File: config.mk
export PLATFORM = sky130hd
export DESIGN_NAME = tliu_top
export DESIGN_NICKNAME = d
export VERILOG_FILES = /design/src/include/tliu_pkg.sv /design/src/hdl/tliu_arbiter.sv /design/src/hdl/tliu_top.sv
export VERILOG_INCLUDE_DIRS = /design/src /design/src/include
export SDC_FILE = /design/constraint.sdc
export NUM_CORES = 1
export LEC_CHECK = 0
export ABC_AREA = 1
export BUFFER_PORTS_ARGS = -buffer_cell sky130_fd_sc_hd__buf_2
export CAP_MARGIN = 20
export CORE_ASPECT_RATIO = 1.5
export CORE_MARGIN = 4
export CORE_UTILIZATION = 49
export DETAILED_ROUTE_END_ITERATION = 16
export MAX_ROUTING_LAYER = met4
export PLACE_DENSITY = 0.73
export SLEW_MARGIN = 20
export SYNTH_ARGS = -nofsm -noshare
export SYNTH_HDL_FRONTEND = slang
export SYNTH_SLANG_ARGS = --single-unit
File: constraint.sdc
create_clock -name i_clk -period 6.1 [get_ports i_clk]
set_input_delay 0.61 -clock i_clk [delete_from_list [all_inputs] [get_ports i_clk]]
set_output_delay 0.61 -clock i_clk [all_outputs]
set_load 0.03 [all_outputs]
File: src/include/tliu_cfg.svh
/*
 * Offsets, field positions and reset values of the three level interrupt unit.
 * Assumes a 32-bit Avalon-MM slave port with byte addresses, one word per register.
 */
`ifndef TLIU_CFG_SVH
`define TLIU_CFG_SVH

// ----------------------------------------------------------------------------
// Register byte offsets
// ----------------------------------------------------------------------------
`define TLIU_OFS_TIMER_CTRL 8'h00
`define TLIU_OFS_IRQ_ENABLE 8'h04
`define TLIU_OFS_IRQ_PRIO 8'h08
`define TLIU_OFS_EXT_ENABLE 8'h0c
`define TLIU_OFS_EXT_PRIO 8'h10
`define TLIU_OFS_EXT_FLAG 8'h14
`define TLIU_OFS_EXT_CTRL 8'h18
`define TLIU_OFS_AUX_ENABLE 8'h1c
`define TLIU_OFS_AUX_STATUS 8'h20
`define TLIU_OFS_PERIPH_FLAG 8'h24

// ----------------------------------------------------------------------------
// Field positions
// ----------------------------------------------------------------------------
`define TLIU_TC_EXT0_EDGE 0
`define TLIU_TC_EXT0_PEND 1
`define TLIU_TC_EXT1_EDGE 2
`define TLIU_TC_EXT1_PEND 3
`define TLIU_TC_TMR0_PEND 5
`define TLIU_TC_TMR1_PEND 7
`define TLIU_IE_MASTER 7
`define TLIU_XC_WDOG_PEND 3
`define TLIU_XC_AUX_PEND 4
`define TLIU_XC_AUX_EN 5
`define TLIU_XF_EXT2_PEND 4

// ----------------------------------------------------------------------------
// Reset values, vector layout and source indices
// ----------------------------------------------------------------------------
`define TLIU_RST_BYTE 8'h00
`define TLIU_RST_AUX 9'h000
`define TLIU_RST_PFLAG 5'h00
`define TLIU_VEC_BASE 8'h03
`define TLIU_IDX_AUX 4'h6
`define TLIU_IDX_EXT0 4'h0
`define TLIU_IDX_TMR0 4'h1
`define TLIU_IDX_EXT1 4'h2
`define TLIU_IDX_TMR1 4'h3

`endif

File: src/include/tliu_pkg.sv
/*
 * Types of the three level interrupt unit: levels, bus phases and carriers.
 * Assumes nothing beyond a SystemVerilog compiler.
 */
package tliu_pkg;

	// ------------------------------------------------------------------------
	// Priority levels, ranked so that a larger code wins.
	// ------------------------------------------------------------------------
	typedef enum logic [1:0] {
		TLIU_LVL_LOW = 2'b00,
		TLIU_LVL_HIGH = 2'b01,
		TLIU_LVL_AUX = 2'b10
	} tliu_level_t;

	// Phase of the register bus answer.
	typedef enum logic {
		TLIU_BUS_IDLE = 1'b0,
		TLIU_BUS_ANSWER = 1'b1
	} tliu_bus_state_t;

	// Avalon-MM request from the master.
	typedef struct packed {
		logic read;
		logic write;
		logic [7:0] address;
		logic [31:0] writedata;
	} tliu_avm_req_t;

	// Event sources; pins are active low levels, the rest are one-cycle pulses.
	typedef struct packed {
		logic [5:0] ext_pin_n;
		logic timer0_ovf;
		logic timer1_ovf;
		logic timer2_ovf;
		logic [1:0] serial_rx;
		logic [1:0] serial_tx;
		logic watchdog;
		logic [8:0] aux_evt;
	} tliu_evt_t;

	// Vector request presented to the core.
	typedef struct packed {
		logic req;
		logic [3:0] index;
		logic [7:0] vector;
		tliu_level_t level;
	} tliu_vec_t;

endpackage : tliu_pkg

File: src/hdl/tliu_arbiter.sv
/*
 * Combinational arbiter: picks the eligible source of highest level,
 * lowest index within a level. Assumes its caller has already gated enables.
 */
`timescale 1ns/1ps

module tliu_arbiter #(
	parameter int N = 13
) (
	input wire logic [N-1:0] i_eligible,
	input wire tliu_pkg::tliu_level_t [N-1:0] i_level,
	output logic o_found,
	output logic [3:0] o_index,
	output tliu_pkg::tliu_level_t o_level
);
	import tliu_pkg::*;

	// ------------------------------------------------------------------------
	// Selection
	// ------------------------------------------------------------------------
	// Scanning downward lets a lower index at the same level replace a higher
	// one, so the natural order decides ties inside a level.
	always_comb begin
		o_found = 1'b0;
		o_index = 4'h0;
		o_level = TLIU_LVL_LOW;
		for (int i = N - 1; i >= 0; i--) begin
			if (i_eligible[i] && (!o_found || i_level[i] >= o_level)) begin
				o_found = 1'b1;
				o_index = 4'(i);
				o_level = i_level[i];
			end
		end
	end

endmodule : tliu_arbiter

File: src/hdl/tliu_top.sv
/*
 * Three level interrupt unit: pending flags, enables, priorities, the
 * auxiliary group, in-service tracking and the vector handshake to the core.
 * Assumes events arrive synchronous to i_clk and that the core pulses
 * i_vec_take when it vectors and i_reti when a service routine returns.
 */
// Operation
// - three levels: aux fixed top, others high/low.
// - each standard source: flag, enable, priority, vector.
// - nine sources share one top-level aux request.
// - aux pending bit 4, aux enable bit 5.
// - master enable bit 7 blocks all vectoring.
// - edge ext0/ext1 flags clear when vectored.
// - level ext0/ext1 flags follow pin, not cleared.
// - timer0/timer1 flags clear when vectored.
`timescale 1ns/1ps
`include "tliu_cfg.svh"

module tliu_top (
	input wire logic i_clk,
	input wire logic i_rst_n,
	input wire tliu_pkg::tliu_avm_req_t i_avm,
	output logic o_waitrequest,
	output logic [31:0] o_readdata,
	input wire tliu_pkg::tliu_evt_t i_evt,
	input wire logic i_vec_take,
	input wire logic i_reti,
	output tliu_pkg::tliu_vec_t o_vec,
	output logic o_irq
);
	import tliu_pkg::*;

	localparam int NSRC = 13; // Vectored sources, aux group counted once.

	// ------------------------------------------------------------------------
	// State
	// ------------------------------------------------------------------------
	logic [7:0] tctl_reg, tctl_next; // Timer control: ext edge modes and flags.
	logic [7:0] ien_reg, ien_next; // Standard enables and master enable.
	logic [7:0] ipr_reg, ipr_next; // Standard priority bits.
	logic [4:0] xen_reg, xen_next; // Ext2-5 and watchdog enables.
	logic [4:0] xpr_reg, xpr_next; // Ext2-5 and watchdog priorities.
	logic [3:0] xfl_reg, xfl_next; // Ext2-5 pending flags.
	logic wdog_reg, wdog_next; // Watchdog pending flag.
	logic auxen_reg, auxen_next; // Auxiliary group enable.
	logic [8:0] aie_reg, aie_next; // Per-source aux enables, also the irq mask.
	logic [8:0] ast_reg, ast_next; // Sticky aux status, cleared by reading.
	logic [4:0] pfl_reg, pfl_next; // Serial rx0,tx0,rx1,tx1 and timer2 flags.
	logic [5:0] pin_reg, pin_next; // Previous pin levels for edge detection.
	logic [2:0] isv_reg, isv_next; // In-service flag per level.
	tliu_vec_t vec_reg, vec_next; // Vector request to the core.
	logic irq_reg, irq_next; // Level interrupt output.
	tliu_bus_state_t bus_reg, bus_next; // Bus answer phase.
	logic wait_reg, wait_next; // Registered waitrequest.
	logic [31:0] rd_reg, rd_next; // Registered read data.

	// ------------------------------------------------------------------------
	// Derived source view
	// ------------------------------------------------------------------------
	logic aux_pend; // Common aux pending flag.
	logic [NSRC-1:0] src_pend; // Pending per source.
	logic [NSRC-1:0] src_en; // Enable per source.
	logic [NSRC-1:0] src_hi; // High priority per source.
	logic [NSRC-1:0] eligible; // Pending, enabled and above in-service level.
	tliu_level_t [NSRC-1:0] src_lvl; // Level per source.
	logic [2:0] svc_rank; // Rank of the level now in service, 0 when none.
	logic [5:0] pin_fall; // Falling edge on each active-low pin.
	logic arb_found; // Arbiter has a winner.
	logic [3:0] arb_index; // Winning source index.
	tliu_level_t arb_level; // Winning level.

	// Aux pending is set whenever any enabled grouped source has requested.
	assign aux_pend = |(ast_reg & aie_reg);
	assign pin_fall = pin_reg & ~i_evt.ext_pin_n;
	assign src_pend = {wdog_reg, xfl_reg, pfl_reg[2] | pfl_reg[3], aux_pend,
		pfl_reg[4], pfl_reg[0] | pfl_reg[1], tctl_reg[`TLIU_TC_TMR1_PEND],
		tctl_reg[`TLIU_TC_EXT1_PEND], tctl_reg[`TLIU_TC_TMR0_PEND],
		tctl_reg[`TLIU_TC_EXT0_PEND]};
	assign src_en = {xen_reg, ien_reg[6], auxen_reg, ien_reg[5:0]};
	assign src_hi = {xpr_reg, ipr_reg[6], 1'b0, ipr_reg[5:0]};
	assign svc_rank = isv_reg[2] ? 3'd3 : isv_reg[1] ? 3'd2 : isv_reg[0] ? 3'd1 : 3'd0;

	// ------------------------------------------------------------------------
	// Per-source level and eligibility
	// ------------------------------------------------------------------------
	// Only a strictly higher level than the one in service may interrupt it.
	for (genvar g = 0; g < NSRC; g++) begin : g_src
		assign src_lvl[g] = (g == 6) ? TLIU_LVL_AUX
			: (src_hi[g] ? TLIU_LVL_HIGH : TLIU_LVL_LOW);
		assign eligible[g] = src_pend[g] & src_en[g] & ien_reg[`TLIU_IE_MASTER]
			& ({1'b0, src_lvl[g]} + 3'd1 > svc_rank);
	end

	tliu_arbiter #(
		.N(NSRC)
	) u_arb (
		.i_eligible(eligible),
		.i_level(src_lvl),
		.o_found(arb_found),
		.o_index(arb_index),
		.o_level(arb_level)
	);

	// ------------------------------------------------------------------------
	// Register bus and flag next state
	// ------------------------------------------------------------------------
	// Software writes land first, hardware clears next and hardware sets last,
	// so an event in the cycle of its clear is never lost.
	always_comb begin
		logic wr_hit;
		logic taken;
		wr_hit = (bus_reg == TLIU_BUS_ANSWER) && i_avm.write;
		taken = i_vec_take && vec_reg.req;
		tctl_next = tctl_reg;
		ien_next = ien_reg;
		ipr_next = ipr_reg;
		xen_next = xen_reg;
		xpr_next = xpr_reg;
		xfl_next = xfl_reg;
		wdog_next = wdog_reg;
		auxen_next = auxen_reg;
		aie_next = aie_reg;
		ast_next = ast_reg;
		pfl_next = pfl_reg;
		pin_next = i_evt.ext_pin_n;
		bus_next = bus_reg;
		wait_next = wait_reg;
		rd_next = rd_reg;
		// Answer phase: the write and the read clear happen at the edge at
		// which the master sees waitrequest low.
		unique case (bus_reg)
			TLIU_BUS_IDLE: begin
				wait_next = 1'b1;
				if (i_avm.read || i_avm.write) begin
					bus_next = TLIU_BUS_ANSWER;
					wait_next = 1'b0;
					rd_next = 32'h0000_0000;
					case (i_avm.address)
						`TLIU_OFS_TIMER_CTRL: rd_next[7:0] = tctl_reg;
						`TLIU_OFS_IRQ_ENABLE: rd_next[7:0] = ien_reg;
						`TLIU_OFS_IRQ_PRIO: rd_next[7:0] = {1'b0, ipr_reg[6:0]};
						`TLIU_OFS_EXT_ENABLE: rd_next[4:0] = xen_reg;
						`TLIU_OFS_EXT_PRIO: rd_next[4:0] = xpr_reg;
						`TLIU_OFS_EXT_FLAG: rd_next[7:4] = xfl_reg;
						`TLIU_OFS_EXT_CTRL: begin
							rd_next[`TLIU_XC_WDOG_PEND] = wdog_reg;
							rd_next[`TLIU_XC_AUX_PEND] = aux_pend;
							rd_next[`TLIU_XC_AUX_EN] = auxen_reg;
						end
						`TLIU_OFS_AUX_ENABLE: rd_next[8:0] = aie_reg;
						`TLIU_OFS_AUX_STATUS: rd_next[8:0] = ast_reg;
						`TLIU_OFS_PERIPH_FLAG: rd_next[4:0] = pfl_reg;
						default: rd_next = 32'h0000_0000; // Unmapped reads zero.
					endcase
				end
			end
			TLIU_BUS_ANSWER: begin
				bus_next = TLIU_BUS_IDLE;
				wait_next = 1'b1;
				// Only the bits that were shown to software are cleared.
				if (i_avm.read && i_avm.address == `TLIU_OFS_AUX_STATUS) begin
					ast_next = ast_reg & ~rd_reg[8:0];
				end
			end
		endcase
		if (wr_hit) begin
			case (i_avm.address)
				`TLIU_OFS_TIMER_CTRL: tctl_next = i_avm.writedata[7:0];
				`TLIU_OFS_IRQ_ENABLE: ien_next = i_avm.writedata[7:0];
				`TLIU_OFS_IRQ_PRIO: ipr_next = {1'b0, i_avm.writedata[6:0]};
				`TLIU_OFS_EXT_ENABLE: xen_next = i_avm.writedata[4:0];
				`TLIU_OFS_EXT_PRIO: xpr_next = i_avm.writedata[4:0];
				`TLIU_OFS_EXT_FLAG: xfl_next = i_avm.writedata[7:4];
				`TLIU_OFS_EXT_CTRL: begin
					wdog_next = i_avm.writedata[`TLIU_XC_WDOG_PEND];
					auxen_next = i_avm.writedata[`TLIU_XC_AUX_EN];
				end
				`TLIU_OFS_AUX_ENABLE: aie_next = i_avm.writedata[8:0];
				`TLIU_OFS_PERIPH_FLAG: pfl_next = i_avm.writedata[4:0];
				default: ; // Writes elsewhere are ignored.
			endcase
		end
		// Vectoring clears only edge ext0/ext1 flags and timer 0/1 flags.
		if (taken) begin
			if (vec_reg.index == `TLIU_IDX_EXT0 && tctl_reg[`TLIU_TC_EXT0_EDGE]) begin
				tctl_next[`TLIU_TC_EXT0_PEND] = 1'b0;
			end
			if (vec_reg.index == `TLIU_IDX_EXT1 && tctl_reg[`TLIU_TC_EXT1_EDGE]) begin
				tctl_next[`TLIU_TC_EXT1_PEND] = 1'b0;
			end
			if (vec_reg.index == `TLIU_IDX_TMR0) begin
				tctl_next[`TLIU_TC_TMR0_PEND] = 1'b0;
			end
			if (vec_reg.index == `TLIU_IDX_TMR1) begin
				tctl_next[`TLIU_TC_TMR1_PEND] = 1'b0;
			end
		end
		// Hardware sets; level mode makes the flag mirror the low-active pin.
		if (tctl_next[`TLIU_TC_EXT0_EDGE]) begin
			tctl_next[`TLIU_TC_EXT0_PEND] = tctl_next[`TLIU_TC_EXT0_PEND] | pin_fall[0];
		end else begin
			tctl_next[`TLIU_TC_EXT0_PEND] = ~i_evt.ext_pin_n[0];
		end
		if (tctl_next[`TLIU_TC_EXT1_EDGE]) begin
			tctl_next[`TLIU_TC_EXT1_PEND] = tctl_next[`TLIU_TC_EXT1_PEND] | pin_fall[1];
		end else begin
			tctl_next[`TLIU_TC_EXT1_PEND] = ~i_evt.ext_pin_n[1];
		end
		tctl_next[`TLIU_TC_TMR0_PEND] = tctl_next[`TLIU_TC_TMR0_PEND] | i_evt.timer0_ovf;
		tctl_next[`TLIU_TC_TMR1_PEND] = tctl_next[`TLIU_TC_TMR1_PEND] | i_evt.timer1_ovf;
		xfl_next = xfl_next | pin_fall[5:2];
		wdog_next = wdog_next | i_evt.watchdog;
		pfl_next = pfl_next | {i_evt.timer2_ovf, i_evt.serial_tx[1], i_evt.serial_rx[1],
			i_evt.serial_tx[0], i_evt.serial_rx[0]};
		ast_next = ast_next | i_evt.aux_evt;
	end

	// ------------------------------------------------------------------------
	// Vector handshake and in-service levels
	// ------------------------------------------------------------------------
	// A return releases the top level before a new take marks its own level.
	always_comb begin
		isv_next = isv_reg;
		if (i_reti) begin
			if (isv_reg[2]) begin
				isv_next[2] = 1'b0;
			end else if (isv_reg[1]) begin
				isv_next[1] = 1'b0;
			end else begin
				isv_next[0] = 1'b0;
			end
		end
		if (i_vec_take && vec_reg.req) begin
			isv_next[vec_reg.level] = 1'b1;
		end
		// The request drops for one cycle after a take so that the flag clear
		// and the new in-service level are seen before the next choice.
		vec_next.req = arb_found && !(i_vec_take && vec_reg.req);
		vec_next.index = arb_index;
		vec_next.vector = `TLIU_VEC_BASE + {1'b0, arb_index, 3'b000};
		vec_next.level = arb_level;
		irq_next = |(ast_reg & aie_reg);
	end

	// ------------------------------------------------------------------------
	// Registers
	// ------------------------------------------------------------------------
	always_ff @(posedge i_clk) begin
		if (!i_rst_n) begin
			tctl_reg <= `TLIU_RST_BYTE;
			ien_reg <= `TLIU_RST_BYTE;
			ipr_reg <= `TLIU_RST_BYTE;
			xen_reg <= `TLIU_RST_PFLAG;
			xpr_reg <= `TLIU_RST_PFLAG;
			xfl_reg <= 4'h0;
			wdog_reg <= 1'b0;
			auxen_reg <= 1'b0;
			aie_reg <= `TLIU_RST_AUX;
			ast_reg <= `TLIU_RST_AUX;
			pfl_reg <= `TLIU_RST_PFLAG;
			pin_reg <= 6'h3f;
			isv_reg <= 3'h0;
			vec_reg <= '0;
			irq_reg <= 1'b0;
			bus_reg <= TLIU_BUS_IDLE;
			wait_reg <= 1'b1;
			rd_reg <= 32'h0000_0000;
		end else begin
			tctl_reg <= tctl_next;
			ien_reg <= ien_next;
			ipr_reg <= ipr_next;
			xen_reg <= xen_next;
			xpr_reg <= xpr_next;
			xfl_reg <= xfl_next;
			wdog_reg <= wdog_next;
			auxen_reg <= auxen_next;
			aie_reg <= aie_next;
			ast_reg <= ast_next;
			pfl_reg <= pfl_next;
			pin_reg <= pin_next;
			isv_reg <= isv_next;
			vec_reg <= vec_next;
			irq_reg <= irq_next;
			bus_reg <= bus_next;
			wait_reg <= wait_next;
			rd_reg <= rd_next;
		end
	end

	assign o_waitrequest = wait_reg;
	assign o_readdata = rd_reg;
	assign o_vec = vec_reg;
	assign o_irq = irq_reg;

endmodule : tliu_top

==> results of run 1 <==
[placed cells by master, fill, tap and decap left out, types with 4 or more instances in the layout]
cell type  Yosys  routed
buf_4         31     103
nor3_1        10      10
buf_2          3      69
inv_2          2       5
inv_1        122     118
nor2_1        34      31
conb_1         1      25
o22ai_1        7       7
dfxtp_1       91      89
ha_4           0       8
o21ai_0       86      78
nor2_2         5       6
or2_2          5       5
nand4_1        4       4
nand3_1       36      30
a21oi_1       77      75
o21ai_1        3       9
nand3_2        2       8
clkbuf_16      0       9
nand2_2        3      13
nand2_1      114     103
o21bai_1       5       5
ha_1          30      22
a221oi_1       7       7
[synth_stat cells (2+ instances only)]
cell type,number
nor3_1,10
buf_2,3
clkbuf_1,13
nand2_2,3
inv_2,2
or2_2,5
nand2_1,114
o221ai_1,3
o21ai_0,86
dfxtp_1,91
o21bai_1,5
o32ai_1,2
inv_1,122
ha_1,30
o31ai_1,3
a31oi_1,2
o2111ai_1,3
o21ai_1,3
nand4_1,4
a21oi_1,77
buf_4,31
a21oi_2,2
nand3_2,2
a211oi_1,3
o211ai_1,3
and2_1,3
o22ai_1,7
nand3_1,36
o41ai_1,2
nor2_1,34
a221oi_1,7
a22oi_1,2
nor2_2,5
[area by class of cell]
class,instances,area (sq um)
clock inverters,7,80.1
flip-flops and latches,91,1830
well taps,141,176
multi-input cells,491,2920
clock buffers,9,225
inverters,125,474
repair buffers,175,1170
fillers,896,3370
[worst max-delay path, delay by kind of cell (launching register included)]
family / cells / cell delay (ns)
adders and majority gates: 4 / 1.04
AOI/OAI and AO/OA: 8 / 0.93
and+or+nand+nor: 17 / 1.44
DFF: 1 / 0.36
buffers and inverters: 24 / 2.79
[per-stage QoR]
stage | setup slack, ns | power, mW | utilization (%) | instance area (sq um) | std cells
floorplan | 0.0192 | 0.708 | - | 5340 | 754
global route | -0.953 | 1.33 | 67.1 | 6880 | 1039
finish | -0.591 | 1.29 | 67.1 | 6880 | 1039
detailed placement | -0.475 | 0.735 | 58.0 | 5940 | 965
CTS | -0.205 | 1.30 | 65.7 | 6730 | 1033
global placement | -0.223 | 0.732 | 58.0 | 5940 | 965
[power by group through the flow]
stage | clock, mW | combinational [mW] | sequential, mW
after detailed placement | 0 | 0.0987 | 0.636
after CTS | 0.578 | 0.0992 | 0.622
after global routing | 0.599 | 0.110 | 0.623
final | 0.571 | 0.101 | 0.622
after global placement | 0 | 0.0960 | 0.636
after floorplan | 0 | 0.0751 | 0.633
[what timing repair did]
action	in CTS	in global routing
setup endpoints to repair	6	6
setup buffers	52	7
gates resized for setup	22	24
pin swaps	17	27
[per-layer routing]
layer / vias to the layer above / GRT usage [%]
met5: - / -
li1: 2712 / -
met3: 73 / 4.15
met1: 2610 / 30.8
met2: 255 / 49.6
met4: 0 / 13.5
[how the worst max path moves through the flow]
stage	from	end	slack (ns)	cells past startpoint
after floorplan	isv_reg[1]	o_vec[11]	0.02	47
after global placement	isv_reg[0]	o_vec[13]	-0.22	48
after detailed placement	isv_reg[0]	o_vec[11]	-0.48	48
after CTS	isv_reg[2]	o_vec[13]	-0.21	53
after global routing	isv_reg[2]	o_vec[13]	-0.95	51
final	isv_reg[2]	o_vec[13]	-0.59	53
[cells by family after synthesis]
group / synth area share, %
flip-flops: 35.2
buffers and inverters: 14.8
AO/OA/AOI/OAI: 24.3
other: 0.0724
adder cells (fa/ha/maj): 7.24
AND/OR/NAND/NOR: 18.4
==> summary.md, run 1 <==
| Metric | Value |
|---|---|
| Flops & latches, synth | 91 |
| Max VDD drop | between 0.00015 and 0.0002 V |
| Worst Skew | about 0.01 ns |
| Routed wl met3 | approximately 1000 um |
| Capturing point of the worst reg2reg path | o_vec[13] |
| Pre-Repair DR Iteration Count | 6 |
| Post-synthesis cell count | 730 |
| GPL Wtd Cong | 0.954 |
| Clock H-tree levels | 3 |
| Final setup violation count | 6 |
| Post-synthesis sequential area ratio | between 30% and 40% |
| Core area | 10200 sq um |
| Synth Flop Type | dfxtp_1 |
| Site row count | between 40 and 50 |
| Final wirelength | approximately 17000 um |
| Final Cycle Share | 110% |
| Fin Setup TNS | -3.04 ns |
| Vias per cell | 5.44 |
| DR WL met2 | 8860 um |
| Top Layer Used | met4 |
| Hold depth | 3 |
| Vias after detailed routing | approximately 5700 |
| Antenna cell count | 0 |
| Worst hold path type | primary input to flip-flop |
| Min cycle time layout | 6.69 ns |
| GR Overflow Total | 0 |
| Achievable Freq | roughly 150 MHz |
| Post-Synthesis Cell Area | 5180 sq um |
| Initial antenna violation count | 0 |
| Worst EP required | between 6 and 7 ns |
| Critical path class | flip-flop to flip-flop |
| Clk_lat worst skew | 0.34 ns |
| Worst-path maximum fanout | 6 |
| Max-slew violation count | 0 |
| Actual slew at the worst max-slew pin | between 1 and 1.5 ns |
| Share of layout cells above drive strength 1 | 28.8% |
| Reg2Reg Depth | 53 |
| Sw Share | roughly a quarter |
| Final Hold Fails | 0 |
| P&R area growth vs syn | 32.7% |
| Critical Path Sink Type | flip-flop |
| Port bufs | 69 |
| Die Wd | ~92 um |
| DR iter-0 viols | just under 500 |
| Max-slew headroom | between 10% and 20% |
| Largest net degree at the start of global routing | 55 |
| Die extent in y | 134 um |
| Unique masters post-synth | 45 |
| Slowest-stage cell, CP | dfxtp_4 |
| EDFF count, synth | 0 |
| M1 WL | 6510 um |
| Min-delay src | i_evt[22] |
| Mean Syn Cell Area | between 7 and 8 sq um |
| Yosys top cell area share | between 30% and 40% |
| Reg2reg setup slack | -0.59 ns |
| Syn. warnings | 0 |
| Logic pwr share | 7.8% |
| I/O pin cnt | 118 |
| Tot GR Track Use | 28.1% |
| Ys async rst share | 0% |
| Clock buffer depth | 2 |
| Net Switching | about 0.33 mW |
| Power per standard cell area | 188 nW/um^2 |
| Synth area leaders | dfxtp_1 35%, inv_1 8.8%, o21ai_0 8.3% |
| CTS sink cnt | 91 |
| HPWL Detailed | around 12000 um |
| # DRC | 0 |
| Vias in the first global route | ~5500 |
| CTS tree | done |
| FF-to-FF Start | isv_reg[2] |
| Final net count | just under 1000 |
| Clock share of power | approximately 44% |
| Arr. time, crit path | 6.92 ns |
| First-pass GRT wire length | 26800 um |
| Final Worst Setup Slack | -0.591 ns |
| RSZ-0062 raised after global routing | yes |
| Die Area | 12300 sq um |
| Startpoint types | flip-flop |
| Seq pwr share | between 40 and 50% |
| CTS buffer count | 9 |
| Status | finished with violations |
| Largest area contributor in the netlist | dfxtp_1 |
| Violated checks | setup timing |
| Starting density of the core | around half |
| Max-cap violations | 0 |
| Worst stage delay on the critical path | ~0.36 ns |
| Hold Path End | pin_reg[5] |
| # hold bufs at CTS | 0 |
| Clk root buf | clkbuf_16 |
| DRT antenna net count | 0 |
| CTS clk-pin slew, worst paths | approximately 0.07 ns |
| Most frequent CP cell | buf_4 |
| Internal power | 0.961 mW |
| Leakage | between 3 and 4 nW |
| Hold slack | 0.457 ns |
| Drt wl/cell | roughly 17 um |
(Power assumes the default switching activity.)
==> run 2, diff against run 1 <==
--- a/config.mk
+++ b/config.mk
@@ -9,7 +9,6 @@
 export ABC_AREA = 1
 export BUFFER_PORTS_ARGS = -buffer_cell sky130_fd_sc_hd__buf_2
 export CAP_MARGIN = 20
-export CORE_ASPECT_RATIO = 1.5
 export CORE_MARGIN = 4
 export CORE_UTILIZATION = 49
 export DETAILED_ROUTE_END_ITERATION = 16
==> summary.md, run 2 (same netlist as run 1, synthesis figures left out) <==
| Metric | Value |
|---|---|
| Capturing point of the worst reg2reg path | o_vec[0] |
| Hold depth | 3 |
| Filler cells | between 800 and 900 |
| Critical path class | flip-flop to flip-flop |
| # hold bufs at CTS | 0 |
| Commonest non-fill, non-tap cell in the layout | inv_1 |
| Most frequent cells in the layout | 118 x inv_1, 103 x nand2_1, 89 x dfxtp_1, 85 x buf_4, 79 x o21ai_0 |
| CTS tree | done |
| Max-cap violations | 0 |
| Slowest-stage cell, CP | a2111oi_4 |
| Hold Path End | pin_reg[5] |
| Achievable Freq | roughly 150 MHz |
| First-pass GRT wire length | between 20000 and 30000 um |
| Startpoint types | flip-flop |
| Clk_lat worst skew | between 0.3 and 0.4 ns |
| Clk root buf | clkbuf_8 |
| P&R area growth vs syn | 29.6% |
| Drt wl/cell | 16.5 um |
| Tot GR Track Use | a little over a quarter |
| Max-slew headroom | a little under a quarter |
| Register area | around 1800 sq um |
| Clock H-tree levels | 3 |
| Die Wd | ~110 um |
| Post-route cell area | 6710 sq um |
| Pre-Repair DR Iteration Count | 5 |
| Final net count | 978 |
| Max-slew violation count | 0 |
| Met3 Resource Use GR | roughly 6.7% |
| Placed insts | approximately 970 |
| GPL Wtd Cong | approximately 0.94 |
| Final Hold Fails | 0 |
| Leakage | about 3.1 nW |
| # DRC | 0 |
| Worst stage delay on the critical path | around 0.46 ns |
| Worst Skew | 0.00862 ns |
| Actual slew at the worst max-slew pin | between 1 and 1.5 ns |
| GRT met1 Usage | about a third |
| Final Worst Setup Slack | -0.401 ns |
| Final setup violation count | 6 |
| Place WS | -0.528 ns |
| Antenna cell count | 0 |
| Status | finished with violations |
| Max VDD drop | between 0.0001 and 0.00015 V |
| Min-delay src | i_evt[22] |
| GRT busiest layer | met2 |
| Power per standard cell area | ~170 nW/um^2 |
| DR iter-0 viols | between 500 and 600 |
| Final wirelength | around 17000 um |
| Violated checks | setup timing |
| Site row count | 37 |
| Reg2Reg Depth | 46 |
| CTS clk-pin slew, worst paths | 0.09 ns |
| Vias after detailed routing | 5644 |
| I/O pin cnt | between 100 and 150 |
| Critical Path Sink Type | flip-flop |
| Worst EP required | around 6.4 ns |
| Post-DP Area | between 5000 and 6000 sq um |
| Final Cycle Share | 107% |
| CTS buffer count | 9 |
| Arr. time, crit path | around 6.8 ns |
| Initial antenna violation count | 0 |
| GR Overflow Total | 0 |
| Clock buffer depth | 2 |
| Tot Pwr | around 1.2 mW |
| Worst hold path type | primary input to flip-flop |
| Share of layout cells above drive strength 1 | 28.4% |
| Die Area | between 10000 and 15000 sq um |
| Worst-path maximum fanout | 4 |
| Vias in the first global route | roughly 5400 |
| Core area | roughly 10000 sq um |
| Die extent in y | about 110 um |
| Most frequent CP cell | nand2_2 |
| Starting density of the core | roughly half |
| Min cycle time layout | 6.50 ns |
| Multi-input gate area | about 3000 sq um |
| RSZ-0062 raised after global routing | yes |
| FF-to-FF Start | isv_reg[1] |
| Non-Filler Instances | between 1000 and 1500 |
| Vias per cell | 5.53 |
| DRT antenna net count | 0 |
| Port bufs | between 60 and 70 |
| Largest net degree at the start of global routing | 55 |
| Reg2reg setup slack | -0.40 ns |
| CTS sink cnt | a little over 90 |
| HPWL Detailed | around 12000 um |
| Met2 Resource Use GR | a little over two fifths |
-- run 2: critical path, delay by kind of cell (launching register included) --
kind / cells / cell delay [ns]
AO/OA/AOI/OAI: 11 / 1.73
adder cells (fa/ha/maj): 7 / 1.64
buffers and inverters: 5 / 0.44
flip-flops: 1 / 0.37
AND/OR/NAND/NOR: 23 / 2.21
-- run 2: what timing repair did --
item	CTS	global route
buffers inserted	32	10
pin swaps	29	36
cloned	0	0
endpoints found under the setup margin	6	6
gates resized for setup	27	29
-- run 2: worst max path at each step --
stage | end | start | slack (ns) | depth (start not counted)
CTS | o_vec[13] | isv_reg[2] | -0.15 | 50
finish | o_vec[0] | isv_reg[1] | -0.40 | 46
floorplan | o_vec[11] | isv_reg[1] | 0.02 | 47
detailed placement | o_vec[13] | isv_reg[1] | -0.53 | 46
global route | o_vec[0] | isv_reg[1] | -0.79 | 51
global placement | o_vec[0] | isv_reg[1] | -0.30 | 49
-- run 2: report_power, final --
part	internal (mW)	switching, mW	leakage (nW)
Combinational	0.0295	0.0737	2.28
Sequential	0.609	0.0136	0.745
Clock	0.206	0.231	0.105
-- run 2: metrics by stage --
stage | setup TNS [ns] | util, % | hold slack [ns]
finish | -2.02 | 65.0 | 0.422
global route | -4.22 | 65.0 | 0.423
CTS | -0.467 | 63.4 | 0.417
detailed placement | -2.94 | 57.8 | 0.469
global placement | -1.48 | 57.8 | 0.459
floorplan | 0 | - | 0.444
-- run 2: layout make-up --
cell class	instances	share of cell area, %
multi-input combinational	491	44.2
sequential	91	27.2
timing repair buffer	161	16.0
inverter	125	7.03
tap	136	2.53
clock buffer	10	2.05
clock inverter	6	1.06
-- run 2: layer usage --
layer	wire length (um)	up-vias
li1	-	2679
met1	6630	2609
met2	7920	291
met3	1580	65
met4	692	0
met5	0	-
==> run 3, diff against run 2 <==
--- a/config.mk
+++ b/config.mk
@@ -13,7 +13,7 @@
 export CORE_UTILIZATION = 49
 export DETAILED_ROUTE_END_ITERATION = 16
 export MAX_ROUTING_LAYER = met4
-export PLACE_DENSITY = 0.73
+export PLACE_DENSITY_LB_ADDON = 0.1
 export SLEW_MARGIN = 20
 export SYNTH_ARGS = -nofsm -noshare
 export SYNTH_HDL_FRONTEND = slang
==> summary.md, run 3 (same netlist as run 1, synthesis figures left out) <==
| Metric | Value |
|---|---|
| Hold depth | 3 |
| DRT antenna net count | 0 |
| GPL Wtd Cong | 0.918 |
| Violated checks | setup timing |
| Clock share of power | a little under two fifths |
| Top Family by Delay on Critical Path | simple AND/OR/NAND/NOR gates |
| Worst-path maximum fanout | 6 |
| Max VDD drop | roughly 0.00011 V |
| Worst hold path type | primary input to flip-flop |
| Power per standard cell area | approximately 170 nW/um^2 |
| Final setup violation count | 6 |
| Tot GR Track Use | about a quarter |
| Port bufs | between 60 and 70 |
| Clk_lat worst skew | ~0.37 ns |
| Multi-input gate area | roughly 3000 sq um |
| Initial antenna violation count | 0 |
| Critical path class | flip-flop to flip-flop |
| Pre-Repair DR Iteration Count | 5 |
| Min-delay src | i_evt[22] |
| Reg2Reg Depth | 52 |
| Largest net degree at the start of global routing | between 50 and 60 |
| Antenna cell count | 0 |
| Die extent in y | between 100 and 150 um |
| Commonest non-fill, non-tap cell in the layout | inv_1 |
| Capturing point of the worst reg2reg path | o_vec[0] |
| Vias per cell | 5.38 |
| Actual slew at the worst max-slew pin | roughly 1.3 ns |
| Buffers & Inverters on Critical Path | 6 |
| Min cycle time layout | around 6.5 ns |
| Worst Skew | 0.0151 ns |
| Final wirelength | ~16000 um |
| Status | finished with violations |
| CTS buffer count | 9 |
| P&R area growth vs syn | 28.9% |
| Final Hold Fails | 0 |
| Final Worst Setup Slack | -0.393 ns |
| Most frequent CP cell | nand2_2 |
| Register area | approximately 1800 sq um |
| RSZ-0062 raised after global routing | yes |
| Leakage | ~3.1 nW |
| Final Cycle Share | 106% |
| Clock H-tree levels | 3 |
| Net Switching | around 0.32 mW |
| Slowest-stage cell, CP | dfxtp_2 |
| Core area | roughly 10000 sq um |
| CTS clk-pin slew, worst paths | ~0.1 ns |
| Most frequent cells in the layout | 120 x inv_1, 102 x nand2_1, 89 x dfxtp_1, 83 x buf_4, 79 x o21ai_0 |
| Worst EP required | between 6 and 7 ns |
| Max-cap violations | 0 |
| Vias after detailed routing | between 5000 and 6000 |
| Clk root buf | clkbuf_8 |
| Post-layout util | between 60% and 70% |
| FF-to-FF Start | isv_reg[0] |
| Achievable Freq | ~150 MHz |
| Filler cells | 915 |
| Startpoint types | flip-flop |
| CTS sink cnt | 91 |
| GR Overflow Total | 0 |
| HPWL Detailed | 11800 um |
| DR iter-0 viols | about 400 |
| CTS tree | done |
| Arr. time, crit path | between 6 and 7 ns |
| Place WS | -0.545 ns |
| Reg2reg setup slack | -0.39 ns |
| Final net count | between 900 and 1000 |
| Max-slew headroom | around 14% |
| Logic pwr share | 8.9% |
| Starting density of the core | approximately 50% |
| Share of layout cells above drive strength 1 | between 20% and 30% |
| First-pass GRT wire length | 25600 um |
| Max-slew violation count | 0 |
| Site row count | 37 |
| Hold slack | between 0.4 and 0.5 ns |
| Die Area | around 12000 sq um |
| Internal power | 0.829 mW |
| Hold Path End | pin_reg[5] |
| Sw Share | around 28% |
| Vias in the first global route | 5292 |
| I/O pin cnt | 118 |
| Clock buffer depth | 2 |
| Worst stage delay on the critical path | between 0.3 and 0.4 ns |
| Drt wl/cell | roughly 16 um |
| Seq pwr share | 54.3% |
| Die Wd | approximately 110 um |
| Critical Path Sink Type | flip-flop |
| # DRC | 0 |
## run 3: changes by cell type in the layout (fill, tap and decap cells not counted), moves of 2 or more
cell	delta
a21oi_2	-3
a21oi_4	+2
buf_4	-2
buf_6	-3
inv_1	+2
inv_2	-2
o21ai_1	-2
o21ai_2	+2
## run 3: stage by stage
stage,setup TNS (ns),area [sq um],cells,power [mW]
after floorplan,0,5340,754,0.708
after global placement,-1.38,5960,963,0.732
after detailed placement,-2.75,5960,963,0.735
after CTS,-0.510,6450,1010,1.15
after global routing,-4.71,6680,1015,1.19
final,-2.17,6680,1015,1.15
## run 3: layout make-up
class                   count  share of cell area, %
multi-input cells         491                   44.8
flip-flops and latches     91                   27.4
repair buffers            156                   15.3
inverters                 125                   7.06
well taps                 136                   2.55
clock buffers               9                   1.85
clock inverters             7                   1.11
## run 3: worst register-to-register path, delay by kind of cell (launching register included)
| kind | cells | cell delay (ns) |
|---|---|---|
| buffers and inverters | 6 | 0.37 |
| and+or+nand+nor | 27 | 2.59 |
| adders and majority gates | 7 | 1.66 |
| DFF | 1 | 0.34 |
| AOI/OAI and AO/OA | 12 | 1.43 |
## run 3: how the worst max path moves through the flow
| stage | start | to | slack (ns) | cells after the start |
|---|---|---|---|---|
| global placement | isv_reg[0] | o_vec[10] | -0.29 | 48 |
| finish | isv_reg[0] | o_vec[0] | -0.39 | 52 |
| global route | isv_reg[0] | o_vec[0] | -0.84 | 52 |
| CTS | isv_reg[1] | o_vec[13] | -0.18 | 47 |
| floorplan | isv_reg[1] | o_vec[11] | 0.02 | 47 |
| detailed placement | isv_reg[0] | o_vec[13] | -0.55 | 48 |
## run 3: timing repair
item                       4_1_cts  5_1_grt
pin swaps                       27       36
gates resized for setup         18       37
hold buffers                     0        0
setup endpoints to repair        6        6
setup buffers                   31        6
## run 3: power groups by stage
stage | registers [mW] | clock network [mW] | logic, mW
5_1_grt | 0.624 | 0.450 | 0.112
3_5_place_dp | 0.636 | 0 | 0.0988
2_1_floorplan | 0.633 | 0 | 0.0751
6_report | 0.622 | 0.423 | 0.102
4_1_cts | 0.622 | 0.426 | 0.0992
3_3_place_gp | 0.635 | 0 | 0.0971
## run 3: per-layer routing
layer / vias to the layer above / wire, um / part of all wire [%] / track usage [%]
met3: 42 / 1160 / 7.2 / 5.24
met5: - / 0 / 0 / -
li1: 2671 / - / - / -
met1: 2555 / 6620 / 41 / 31.8
met2: 189 / 7910 / 49 / 43.0
met4: 0 / 467 / 2.9 / 9.77
